--- src/lcw_pkg.sv ---
// Constants shared by the legacy card register set and window decoder.
// Assumes one 40 MHz clock and host cycles presented as one-cycle strobes.
//
// Overview of operation
// Host writes a register offset into the index port at the I/O base.
// Data port at I/O base plus one reaches the register the index selects.
// The I/O base comes from the programmed legacy-mode base address value.
// Legacy register offsets run contiguously from 00h through 3Fh.
// The register set also appears in memory at socket offset 800h.
// Memory alias and index/data port reach the same register storage.
// Socket registers share the 4K memory window, starting at offset 0h.
// Control registers drive card reset, card type, routing and enables.
// Software should program interrupt routing to suit the signaling method.
// Two independent host I/O windows map onto card I/O space.
// Five independent host memory windows map onto card memory space.
// Each window has start, end and offset addresses in the register set.
// I/O window start and end resolve to a single byte.
// Memory windows compare whole 4-Kbyte pages only.
// Page registers sit at socket offsets 840h on, with no index offset.
// Access hits an enabled window when start <= address <= end.
// Card address is host address plus window offset, wrapping.
package lcw_pkg;

  // ==========================================================================
  // Sizes
  localparam int LCR_DEPTH  = 64;
  localparam int IO_WINS    = 2;
  localparam int MEM_WINS   = 5;
  localparam int CARD_AW    = 26;
  localparam int PAGE_LSB   = 12;

  // ==========================================================================
  // Register set offsets
  localparam logic [5:0] OFF_ID       = 6'h00;
  localparam logic [5:0] OFF_INT_CTL  = 6'h03;
  localparam logic [5:0] OFF_CSC_CFG  = 6'h05;
  localparam logic [5:0] OFF_WIN_ENA  = 6'h06;
  localparam logic [5:0] OFF_IO_BASE  = 6'h08;   // Start lo of I/O window 0
  localparam logic [5:0] OFF_IO_STEP  = 6'h04;
  localparam logic [5:0] OFF_IO_OFS   = 6'h36;   // Offset lo of I/O window 0
  localparam logic [5:0] OFF_IO_OSTEP = 6'h02;
  localparam logic [5:0] OFF_MEM_BASE = 6'h10;   // Start lo of memory window 0
  localparam logic [5:0] OFF_MEM_STEP = 6'h08;
  localparam logic [5:0] OFF_END      = 6'h02;   // End pair after start pair
  localparam logic [5:0] OFF_MOFS     = 6'h04;   // Offset pair after start

  // ==========================================================================
  // Socket memory window layout
  localparam logic [11:0] SOCK_LCR_FIRST  = 12'h800;
  localparam logic [11:0] SOCK_LCR_LAST   = 12'h83F;
  localparam logic [11:0] SOCK_PAGE_FIRST = 12'h840;

  // ==========================================================================
  // Field positions
  localparam int ENA_MEM_LSB    = 0;    // Enable bits of memory windows
  localparam int ENA_IO_LSB     = 6;    // Enable bits of I/O windows
  localparam int CTL_RESET_N    = 6;    // Zero holds the card in reset
  localparam int CTL_IO_TYPE    = 5;    // One selects an I/O card
  localparam int ROUTE_W        = 4;
  localparam int MEM_START_HI_W = 4;
  localparam int MEM_OFS_HI_W   = 6;

  // Arbitrary identification value
  localparam logic [7:0] ID_VALUE = 8'h5A;
  localparam logic [7:0] BYTE_RST = 8'h00;

endpackage

--- src/lcw_top.sv ---
// Legacy card register set with index/data and memory-alias access, plus
// the two I/O and five memory windows that map host cycles onto the card.
// Assumes host cycles are one-cycle strobes on I_CLK and that the base
// address values are stable configuration levels from the same domain.
module lcw_top (
  input  wire logic        I_CLK,
  input  wire logic        I_RST,
  input  wire logic [15:0] I_LEGACY_BASE,
  input  wire logic [19:0] I_SOCKET_BASE,
  input  wire logic        I_IO_VALID,
  input  wire logic        I_IO_WRITE,
  input  wire logic [15:0] I_IO_ADDR,
  input  wire logic [7:0]  I_IO_WDATA,
  input  wire logic        I_MEM_VALID,
  input  wire logic        I_MEM_WRITE,
  input  wire logic [31:0] I_MEM_ADDR,
  input  wire logic [7:0]  I_MEM_WDATA,
  output logic             O_IO_ACK,
  output logic [7:0]       O_IO_RDATA,
  output logic             O_MEM_ACK,
  output logic [7:0]       O_MEM_RDATA,
  output logic             O_SOCK_SEL,
  output logic [10:0]      O_SOCK_OFF,
  output logic             O_CARD_IO_SEL,
  output logic             O_CARD_MEM_SEL,
  output logic             O_CARD_WRITE,
  output logic [25:0]      O_CARD_ADDR,
  output logic [7:0]       O_WDATA,
  output logic             O_CARD_RESET,
  output logic             O_CARD_IO_TYPE,
  output logic [3:0]       O_IRQ_ROUTE,
  output logic [7:0]       O_CSC_CFG
);

  // ==========================================================================
  // Storage
  logic [7:0] lcr_reg [lcw_pkg::LCR_DEPTH];
  logic [7:0] page_reg [lcw_pkg::MEM_WINS];
  logic [7:0] index_reg;

  // Byte of the register set as the host sees it
  function automatic logic [7:0] lcr_rd(input logic [5:0] idx);
    lcr_rd = (idx == lcw_pkg::OFF_ID) ? lcw_pkg::ID_VALUE : lcr_reg[idx];
  endfunction

  // Little-endian 16-bit pair starting at idx
  function automatic logic [15:0] pair(input logic [5:0] idx);
    pair = {lcr_reg[6'(idx + 6'h01)], lcr_reg[idx]};
  endfunction

  // Inclusive range test shared by both window kinds
  function automatic logic in_range(input logic [19:0] a,
                                    input logic [19:0] lo,
                                    input logic [19:0] hi);
    in_range = (a >= lo) && (a <= hi);
  endfunction

  // ==========================================================================
  // Host I/O decode
  logic        io_index_hit;
  logic        io_data_hit;
  logic        io_data_ok;

  assign io_index_hit = I_IO_VALID
                        && (I_IO_ADDR == I_LEGACY_BASE);
  assign io_data_hit  = I_IO_VALID
                        && (I_IO_ADDR == 16'(I_LEGACY_BASE + 16'h0001));
  assign io_data_ok   = (index_reg < 8'(lcw_pkg::LCR_DEPTH));

  // ==========================================================================
  // Host memory decode inside the socket 4K window
  logic        mem_in_sock;
  logic [11:0] mem_off;
  logic        mem_sock_hit;
  logic        mem_lcr_hit;
  logic        mem_page_hit;
  logic [2:0]  mem_page_idx;

  assign mem_in_sock  = I_MEM_VALID
                        && (I_MEM_ADDR[31:lcw_pkg::PAGE_LSB] == I_SOCKET_BASE);
  assign mem_off      = I_MEM_ADDR[11:0];
  assign mem_sock_hit = mem_in_sock && (mem_off < lcw_pkg::SOCK_LCR_FIRST);
  assign mem_lcr_hit  = mem_in_sock && (mem_off >= lcw_pkg::SOCK_LCR_FIRST)
                        && (mem_off <= lcw_pkg::SOCK_LCR_LAST);
  assign mem_page_idx = 3'(mem_off - lcw_pkg::SOCK_PAGE_FIRST);
  assign mem_page_hit = mem_in_sock && (mem_off >= lcw_pkg::SOCK_PAGE_FIRST)
                        && (mem_off < 12'(lcw_pkg::SOCK_PAGE_FIRST
                                          + 12'(lcw_pkg::MEM_WINS)));

  // ==========================================================================
  // Single write port into the register set; memory wins a same-cycle clash
  logic       wr_en;
  logic [5:0] wr_idx;
  logic [7:0] wr_data;

  always_comb begin
    if (mem_lcr_hit && I_MEM_WRITE) begin
      wr_en   = 1'b1;
      wr_idx  = mem_off[5:0];
      wr_data = I_MEM_WDATA;
    end else begin
      wr_en   = io_data_hit && I_IO_WRITE && io_data_ok;
      wr_idx  = index_reg[5:0];
      wr_data = I_IO_WDATA;
    end
  end

  // Index register
  always_ff @(posedge I_CLK) begin
    if (I_RST) begin
      index_reg <= lcw_pkg::BYTE_RST;
    end else if (io_index_hit && I_IO_WRITE) begin
      index_reg <= I_IO_WDATA;
    end
  end

  // Register set bytes, one storage for both access paths
  always_ff @(posedge I_CLK) begin
    if (I_RST) begin
      for (int i = 0; i < lcw_pkg::LCR_DEPTH; i++) begin
        lcr_reg[i] <= lcw_pkg::BYTE_RST;
      end
    end else if (wr_en && (wr_idx != lcw_pkg::OFF_ID)) begin
      lcr_reg[wr_idx] <= wr_data;
    end
  end

  // Memory window page bytes, memory path only
  always_ff @(posedge I_CLK) begin
    if (I_RST) begin
      for (int i = 0; i < lcw_pkg::MEM_WINS; i++) begin
        page_reg[i] <= lcw_pkg::BYTE_RST;
      end
    end else if (mem_page_hit && I_MEM_WRITE) begin
      page_reg[mem_page_idx] <= I_MEM_WDATA;
    end
  end

  // ==========================================================================
  // I/O window match and translation
  logic        io_win_hit;
  logic [15:0] io_card_addr;

  always_comb begin
    logic [5:0]  base;
    logic [5:0]  obase;
    base         = 6'h00;
    obase        = 6'h00;
    io_win_hit   = 1'b0;
    io_card_addr = 16'h0000;
    for (int w = lcw_pkg::IO_WINS - 1; w >= 0; w--) begin
      base  = 6'(lcw_pkg::OFF_IO_BASE + 6'(w) * lcw_pkg::OFF_IO_STEP);
      obase = 6'(lcw_pkg::OFF_IO_OFS + 6'(w) * lcw_pkg::OFF_IO_OSTEP);
      if (lcr_reg[lcw_pkg::OFF_WIN_ENA][lcw_pkg::ENA_IO_LSB + w]
          && in_range({4'h0, I_IO_ADDR},
                      {4'h0, pair(base)},
                      {4'h0, pair(6'(base + lcw_pkg::OFF_END))})) begin
        io_win_hit   = 1'b1;
        io_card_addr = 16'(I_IO_ADDR + pair(obase));
      end
    end
  end

  // ==========================================================================
  // Memory window match and translation in whole pages
  logic        mem_win_hit;
  logic [13:0] mem_card_page;

  always_comb begin
    logic [5:0]  base;
    logic [15:0] st;
    logic [15:0] en;
    logic [15:0] of;
    base          = 6'h00;
    st            = 16'h0000;
    en            = 16'h0000;
    of            = 16'h0000;
    mem_win_hit   = 1'b0;
    mem_card_page = 14'h0000;
    for (int w = lcw_pkg::MEM_WINS - 1; w >= 0; w--) begin
      base = 6'(lcw_pkg::OFF_MEM_BASE + 6'(w) * lcw_pkg::OFF_MEM_STEP);
      st   = pair(base);
      en   = pair(6'(base + lcw_pkg::OFF_END));
      of   = pair(6'(base + lcw_pkg::OFF_MOFS));
      if (lcr_reg[lcw_pkg::OFF_WIN_ENA][lcw_pkg::ENA_MEM_LSB + w]
          && in_range(I_MEM_ADDR[31:lcw_pkg::PAGE_LSB],
                      {page_reg[w], st[lcw_pkg::MEM_START_HI_W+7:0]},
                      {page_reg[w], en[lcw_pkg::MEM_START_HI_W+7:0]})) begin
        mem_win_hit   = 1'b1;
        mem_card_page = 14'(I_MEM_ADDR[25:lcw_pkg::PAGE_LSB]
                            + of[lcw_pkg::MEM_OFS_HI_W+7:0]);
      end
    end
  end

  // ==========================================================================
  // Host answers for index/data, alias and page register cycles
  always_ff @(posedge I_CLK) begin
    if (I_RST) begin
      O_IO_ACK   <= 1'b0;
      O_IO_RDATA <= lcw_pkg::BYTE_RST;
    end else begin
      O_IO_ACK   <= io_index_hit || io_data_hit;
      if (io_index_hit) begin
        O_IO_RDATA <= index_reg;
      end else if (io_data_hit) begin
        O_IO_RDATA <= io_data_ok ? lcr_rd(index_reg[5:0])
                                 : lcw_pkg::BYTE_RST;
      end
    end
  end

  always_ff @(posedge I_CLK) begin
    if (I_RST) begin
      O_MEM_ACK   <= 1'b0;
      O_MEM_RDATA <= lcw_pkg::BYTE_RST;
    end else begin
      O_MEM_ACK   <= mem_lcr_hit || mem_page_hit;
      if (mem_lcr_hit) begin
        O_MEM_RDATA <= lcr_rd(mem_off[5:0]);
      end else if (mem_page_hit) begin
        O_MEM_RDATA <= page_reg[mem_page_idx];
      end
    end
  end

  // ==========================================================================
  // Forwarded cycles: socket registers and card windows
  always_ff @(posedge I_CLK) begin
    if (I_RST) begin
      O_SOCK_SEL     <= 1'b0;
      O_SOCK_OFF     <= 11'h000;
      O_CARD_IO_SEL  <= 1'b0;
      O_CARD_MEM_SEL <= 1'b0;
      O_CARD_WRITE   <= 1'b0;
      O_CARD_ADDR    <= 26'h0000000;
      O_WDATA        <= lcw_pkg::BYTE_RST;
    end else begin
      O_SOCK_SEL     <= mem_sock_hit;
      O_CARD_IO_SEL  <= I_IO_VALID && !io_index_hit && !io_data_hit
                        && io_win_hit;
      O_CARD_MEM_SEL <= I_MEM_VALID && !mem_in_sock && mem_win_hit;
      if (mem_sock_hit) begin
        O_SOCK_OFF   <= mem_off[10:0];
        O_CARD_WRITE <= I_MEM_WRITE;
        O_WDATA      <= I_MEM_WDATA;
      end else if (I_MEM_VALID && !mem_in_sock && mem_win_hit) begin
        O_CARD_ADDR  <= {mem_card_page, mem_off};
        O_CARD_WRITE <= I_MEM_WRITE;
        O_WDATA      <= I_MEM_WDATA;
      end else if (I_IO_VALID && !io_index_hit && !io_data_hit
                   && io_win_hit) begin
        O_CARD_ADDR  <= {10'h000, io_card_addr};
        O_CARD_WRITE <= I_IO_WRITE;
        O_WDATA      <= I_IO_WDATA;
      end
    end
  end

  // ==========================================================================
  // Card control levels
  assign O_CARD_RESET   = !lcr_reg[lcw_pkg::OFF_INT_CTL][lcw_pkg::CTL_RESET_N];
  assign O_CARD_IO_TYPE = lcr_reg[lcw_pkg::OFF_INT_CTL][lcw_pkg::CTL_IO_TYPE];
  assign O_IRQ_ROUTE    = lcr_reg[lcw_pkg::OFF_INT_CTL][lcw_pkg::ROUTE_W-1:0];
  assign O_CSC_CFG      = lcr_reg[lcw_pkg::OFF_CSC_CFG];

endmodule

--- config.mk ---
export PLATFORM = sky130hd
export DESIGN_NAME = lcw_top
export DESIGN_NICKNAME = d
export VERILOG_FILES = /design/src/lcw_pkg.sv /design/src/lcw_top.sv
export SDC_FILE = /design/constraint.sdc
export NUM_CORES = 2
export LEC_CHECK = 0
export ABC_CLOCK_PERIOD_IN_PS = 5200
export BUFFER_PORTS_ARGS = -buffer_cell sky130_fd_sc_hd__clkbuf_2
export CAP_MARGIN = 20
export CORE_MARGIN = 10
export CORE_UTILIZATION = 40
export DETAILED_ROUTE_END_ITERATION = 16
export GPL_TIMING_DRIVEN = 0
export SLEW_MARGIN = 10
export SYNTH_ARGS = -nofsm -noshare
export SYNTH_HDL_FRONTEND = slang
export SYNTH_SLANG_ARGS = --single-unit
--- constraint.sdc ---
create_clock -name I_CLK -period 5.2 [get_ports I_CLK]
set_clock_uncertainty 0.1 [all_clocks]
set_input_delay 0.26 -clock I_CLK [delete_from_list [all_inputs] [get_ports I_CLK]]
set_output_delay 0.26 -clock I_CLK [all_outputs]
set_load 0.02 [all_outputs]
Word-level counts from Yosys, hierarchy flattened --
Memory sizes are Yosys's and may differ from the RTL's. A register that Yosys moved wholly into a read port is not among the register bits. Cells that the tools add are included.
Operators by class: bitwise logic cells 1, eq/ne operators 3, multiplexer cells 48, add/sub/neg operators 9, reduce and logical (&&, ||, !) cells 49, $lt $le $gt $ge 20
Operator list (number):
- $mux 8 | 13
- $ge 20x20->1 | 5
- $le 20x20->1 | 5
- $add 14x14->14 | 5
- $mux 14 | 5
- $mux 26 | 2
- $logic_and 1x1->1 | 33
- $add 16x16->16 | 2
- $eq 16x16->1 | 2
- $ge 16x16->1 | 2
- $le 16x16->1 | 2
- $mux 16 | 2
- $ge 12x12->1 const B | 2
- $lt 12x12->1 const B | 2
- $mux 6 | 4
- $mux 1 | 21
- $eq 20x20->1 | 1
- $add 16x1->16 const B | 1
- $reduce_or 8->1 | 2
- $le 12x12->1 const B | 1
- $logic_not 6->1 | 2
- $lt 8x7->1 const B | 1
- $reduce_bool 2->1 | 3
- $reduce_bool 6->1 | 1
- 7 further kinds | 11
Storage, ports and cells: bits of input ports 106, RAM bits 552, flip-flop bits (word level) 75, output and inout bits 81, memories 2, word-level logic and storage cells 144
Memory list:
- lcr_reg | depth 64, width 8, rd ports 47, clocked after memory_dff 1, wr ports 64, RTL line lcw_top.sv:37 | logic [7:0] lcr_reg [lcw_pkg::LCR_DEPTH];
- page_reg | depth 5, width 8, rd ports 6, clocked after memory_dff 0, wr ports 5, RTL line lcw_top.sv:38 | logic [7:0] page_reg [lcw_pkg::MEM_WINS];

Logic depth before layout (Yosys ltp) --
word-level depth 13, depth in mapped cells 14, depth with buffers taken out 13

Least setup slack after synthesis --
Ideal clock, no wire load.
kind in2reg, start input I_MEM_ADDR[1], end memory lcr_reg[47][0], enable pin, library setup time 0.384 ns, arrival time 3.563 ns, data required time 4.716 ns, slack 1.153 ns, path buffers 7, stages 11, cell sequence clkbuf_1 buf_2 buf_1 buf_2 buf_2 buf_1 nand3_1 nand2_1 nand2_1 clkbuf_1 o21ai_0
RTL lines:
- from (decl) | RTL line lcw_top.sv:16 | input wire logic [31:0] I_MEM_ADDR,
- to (decl) | RTL line lcw_top.sv:37

==> flow_metrics.tcl <==
set metrics [dict create \
    outcome "finished, violations left" \
    violations "capacitance limit, slew limit, setup timing" \
    start_util 0.4044 \
    placed_area_um2 47510 \
    setup_viol 3 \
    wire_per_inst_um 39.46 \
    finish.instance_area_um2 50840 \
    share_seq_of_total_power 0.428 \
    synth.avg_cell_area_um2 11.56 \
    synth_largest_area_cell "sky130_fd_sc_hd__edfxtp_1" \
    syn_area_um2 44140 \
    internal-power_mw 10.32 \
    netlist_instances 3819 \
    slew_headroom -0.02384 \
    worst_setup_path_start_kind "register" \
    yosys_register_bits 657 \
    final_critical_path_share_of_the_clock_period 1.020 \
    nets 4632 \
    antenna_found_initial 23 \
    clock_pin_transition_on_the_worst_setup_and_hold_timing_paths_ps 60 \
    max_cap_violations 1 \
    cts.root.buffer_cell "sky130_fd_sc_hd__clkbuf_16" \
    post_route_cells_drive_above_1_share 0.1972 \
    grt_pass1_vias 36520 \
    power.share.switching 0.3016 \
    io_buffers 179 \
    critical_path.startpoint "page_reg[4][6]" \
    timing.final.max_slew_violations 1 \
    fraction_of_power_consumed_by_combinational_cells 0.181 \
    multi_input_area_um2 23480 \
    dp_hpwl_um 172800 \
    top_level_port_count 187 \
    worst-setup-path-type "reg2reg" \
    final_cell_mix "sky130_fd_sc_hd__edfxtp_1, sky130_fd_sc_hd__nor2_1, sky130_fd_sc_hd__mux4_2" \
    reg2reg_setup_slack_ps -110 \
    detail_route.first_pass.iterations 8 \
    crit_end "O_CARD_ADDR[15]" \
    chipWidth_um 352.2 \
    synth_enable_flop_cells 576 \
    drt.antenna.violating_nets 0 \
    grtUsageTotal 0.3514 \
    max-clock-path-buffers 3 \
    grt_max_degree 19 \
    yosys_warnings 0 \
    p_switching_mw 4.456 \
    yosys-top-cells-area "sky130_fd_sc_hd__edfxtp_1, sky130_fd_sc_hd__mux4_2, sky130_fd_sc_hd__ha_1" \
    mostFrequentLayoutCell "sky130_fd_sc_hd__edfxtp_1" \
    reg2reg_from "page_reg[4][6]" \
    row_count 121 \
    worst-slew-pin-transition_ps 1493 \
    clock_network_fraction_of_design_power 0.391 \
    synth_sequential_area_ratio 0.4286 \
    yosysTopAreaCellShare 0.3919 \
    whs_ps 34.25 \
    unrepaired_setup_endpoints_after_global_routing "false" \
    cpMaxStageDelayCell "sky130_fd_sc_hd__a21oi_1" \
    setup_total_negative_slack_ps -137.6 \
    grt_overflow_total 0 \
    cts_inserted_buffers 77 \
    postRouteWirelength_um 226900 \
    rr_endpoint "O_CARD_ADDR[15]" \
    cp_cell_sequence "inv_1 > ha_1 > and4_1 > nand3_1 > nor4_1 > a22o_1 > nor3_1 > o211a_1 > o31ai_2 > buf_6 > clkbuf_2 > nor2_1 > a21oi_1 > a32o_1" \
    finalCoreUtilization 0.4658 \
    die_area_um2 124000 \
    fin_ws_ps -105.8 \
    grt_first_pass_wirelength_um 303600 \
    avgViaCountPerCell 6.820 \
    proportion_of_synthesized_flip_flops_having_asynchronous_set_or_reset 0 \
    regArea_um2 18920 \
    cp_max_fo 10 \
    cts.sinks 657 \
    largest_register_ff_count 512 \
    min_period_ps 5306 \
    cp_data_arrival_time_ps 5800 \
    post_cts.repair.setup_buffers 0 \
    cts_tree "yes" \
    detailedRoute.firstIterationViolations 6637 \
    critPathCaptureType "register" \
    layout_area_overhead_pct 15.18 \
    fin_cells 5751 \
    insertion_delay_ps 690 \
    htree_num_levels 3 \
    r2r.worst_path.cells 14 \
    power_leakage_nw 18.74 \
    power-per-cell-area_nw_per_um2 290.6 \
    finalHoldViolCount 0 \
    maximum_operating_frequency_ghz 0.1885 \
    drc_errors 0 \
    gp_congestion 1.104 \
    min-delay-path-class "in2reg" \
    synth.lib_cells_used.distinct 86 \
    fp.coreArea_um2 109200 \
    peakVddDrop_uv 210.5 \
    ys.flop_type "sky130_fd_sc_hd__edfxtp_1" \
    required_ps 5700 \
    critical_path.max_stage_delay_ps 810 \
    fillers 10070 \
    post-place-cells 5552 \
    fp.dieH_um 352.2 \
    route.vias.total 39220 \
]
==> synthesized netlist by cell type, types with 20 or more instances <==
| master | number |
|---|---|
| sky130_fd_sc_hd__buf_1 | 42 |
| sky130_fd_sc_hd__nor2b_1 | 29 |
| sky130_fd_sc_hd__nand3_1 | 50 |
| sky130_fd_sc_hd__nor3_1 | 298 |
| sky130_fd_sc_hd__a211oi_1 | 38 |
| sky130_fd_sc_hd__nand4_1 | 44 |
| sky130_fd_sc_hd__o211ai_1 | 27 |
| sky130_fd_sc_hd__a21o_1 | 74 |
| sky130_fd_sc_hd__mux4_2 | 346 |
| sky130_fd_sc_hd__ha_1 | 320 |
| sky130_fd_sc_hd__nand2b_1 | 30 |
| sky130_fd_sc_hd__inv_1 | 250 |
| sky130_fd_sc_hd__mux2i_1 | 51 |
| sky130_fd_sc_hd__nor4_1 | 20 |
| sky130_fd_sc_hd__clkbuf_1 | 184 |
| sky130_fd_sc_hd__xnor2_1 | 75 |
| sky130_fd_sc_hd__o21ai_0 | 137 |
| sky130_fd_sc_hd__dfxtp_1 | 81 |
| sky130_fd_sc_hd__and2_1 | 50 |
| sky130_fd_sc_hd__nor2_1 | 398 |
| sky130_fd_sc_hd__xor2_1 | 51 |
| sky130_fd_sc_hd__edfxtp_1 | 576 |
| sky130_fd_sc_hd__nand2_1 | 204 |
| sky130_fd_sc_hd__a21oi_1 | 157 |
==> power by group through the flow <==
stage	registers (mW)	logic [mW]	clock network (mW)
after floorplan	6.23	1.47	0
after global placement	6.40	2.44	0
after detailed placement	6.40	2.50	0
after CTS	6.29	2.53	5.73
after global routing	6.31	2.77	5.93
final	6.32	2.68	5.77
==> routing by layer <==
layer | global-route usage | share of wire
met1 | 0.4162 | 0.34
met4 | 0.2574 | 0.095
met3 | 0.1595 | 0.15
met5 | 0.005486 | 0.0025
met2 | 0.4974 | 0.41
==> worst min-delay path by stage <==
stage	start	endpoint	slack, ps	cells past startpoint
after detailed placement	O_CARD_ADDR[17]	O_CARD_ADDR[17]	340	1
after floorplan	I_MEM_WDATA[0]	page_reg[5][0]	260	0
after global placement	O_CARD_ADDR[17]	O_CARD_ADDR[17]	330	1
after CTS	I_MEM_WDATA[5]	page_reg[7][5]	20	1
after global routing	I_MEM_WDATA[6]	page_reg[5][6]	40	1
final	I_MEM_WDATA[6]	O_WDATA[6]	30	3
==> cell families after synthesis <==
| family | count (synthesis) | share of synthesized area |
|---|---|---|
| and+or+nand+nor | 1204 | 0.1285 |
| xor gates and xnor gates | 126 | 0.02500 |
| DFF | 657 | 0.4286 |
| buffers and inverters | 504 | 0.04570 |
| AOI/OAI and AO/OA | 596 | 0.08830 |
| other | 1 | 0.00008496 |
| adders and majority gates | 327 | 0.09389 |
| muxes | 404 | 0.1899 |
==> stage by stage <==
stage | setup WS [ps] | total power [mW]
after CTS | 9.391 | 14.55
final | -105.8 | 14.77
after detailed placement | -1636 | 8.896
after global routing | 16.05 | 15.01
after global placement | -2371 | 8.840
after floorplan | 1153 | 7.705
==> what timing repair did <==
action | in CTS | in global routing
resized for setup | 55 | 23
endpoints found under the setup margin | 431 | 331
hold buffers | 22 | 0
endpoints found under the hold margin | 50 | 0
==> area by class of cell <==
class,count,share of cell area
Antenna cell,16,0.0007875
Buffer,253,0.02262
Inverter,251,0.01853
Timing Repair Buffer,270,0.03682
Sequential cell,657,0.3721
Tap cell,1476,0.03633
Clock buffer,100,0.04253
Multi-Input combinational cell,2689,0.4619
Clock inverter,39,0.008417
==> critical path, delay by kind of cell (launching register included) <==
family | cells | cell delay [ps]
buffers and inverters | 3 | 800
AND/OR/NAND/NOR | 5 | 1540
adder cells (fa/ha/maj) | 1 | 320
AO/OA/AOI/OAI | 5 | 2090
flip-flops | 1 | 380
Power figures use the tool's default switching activity.
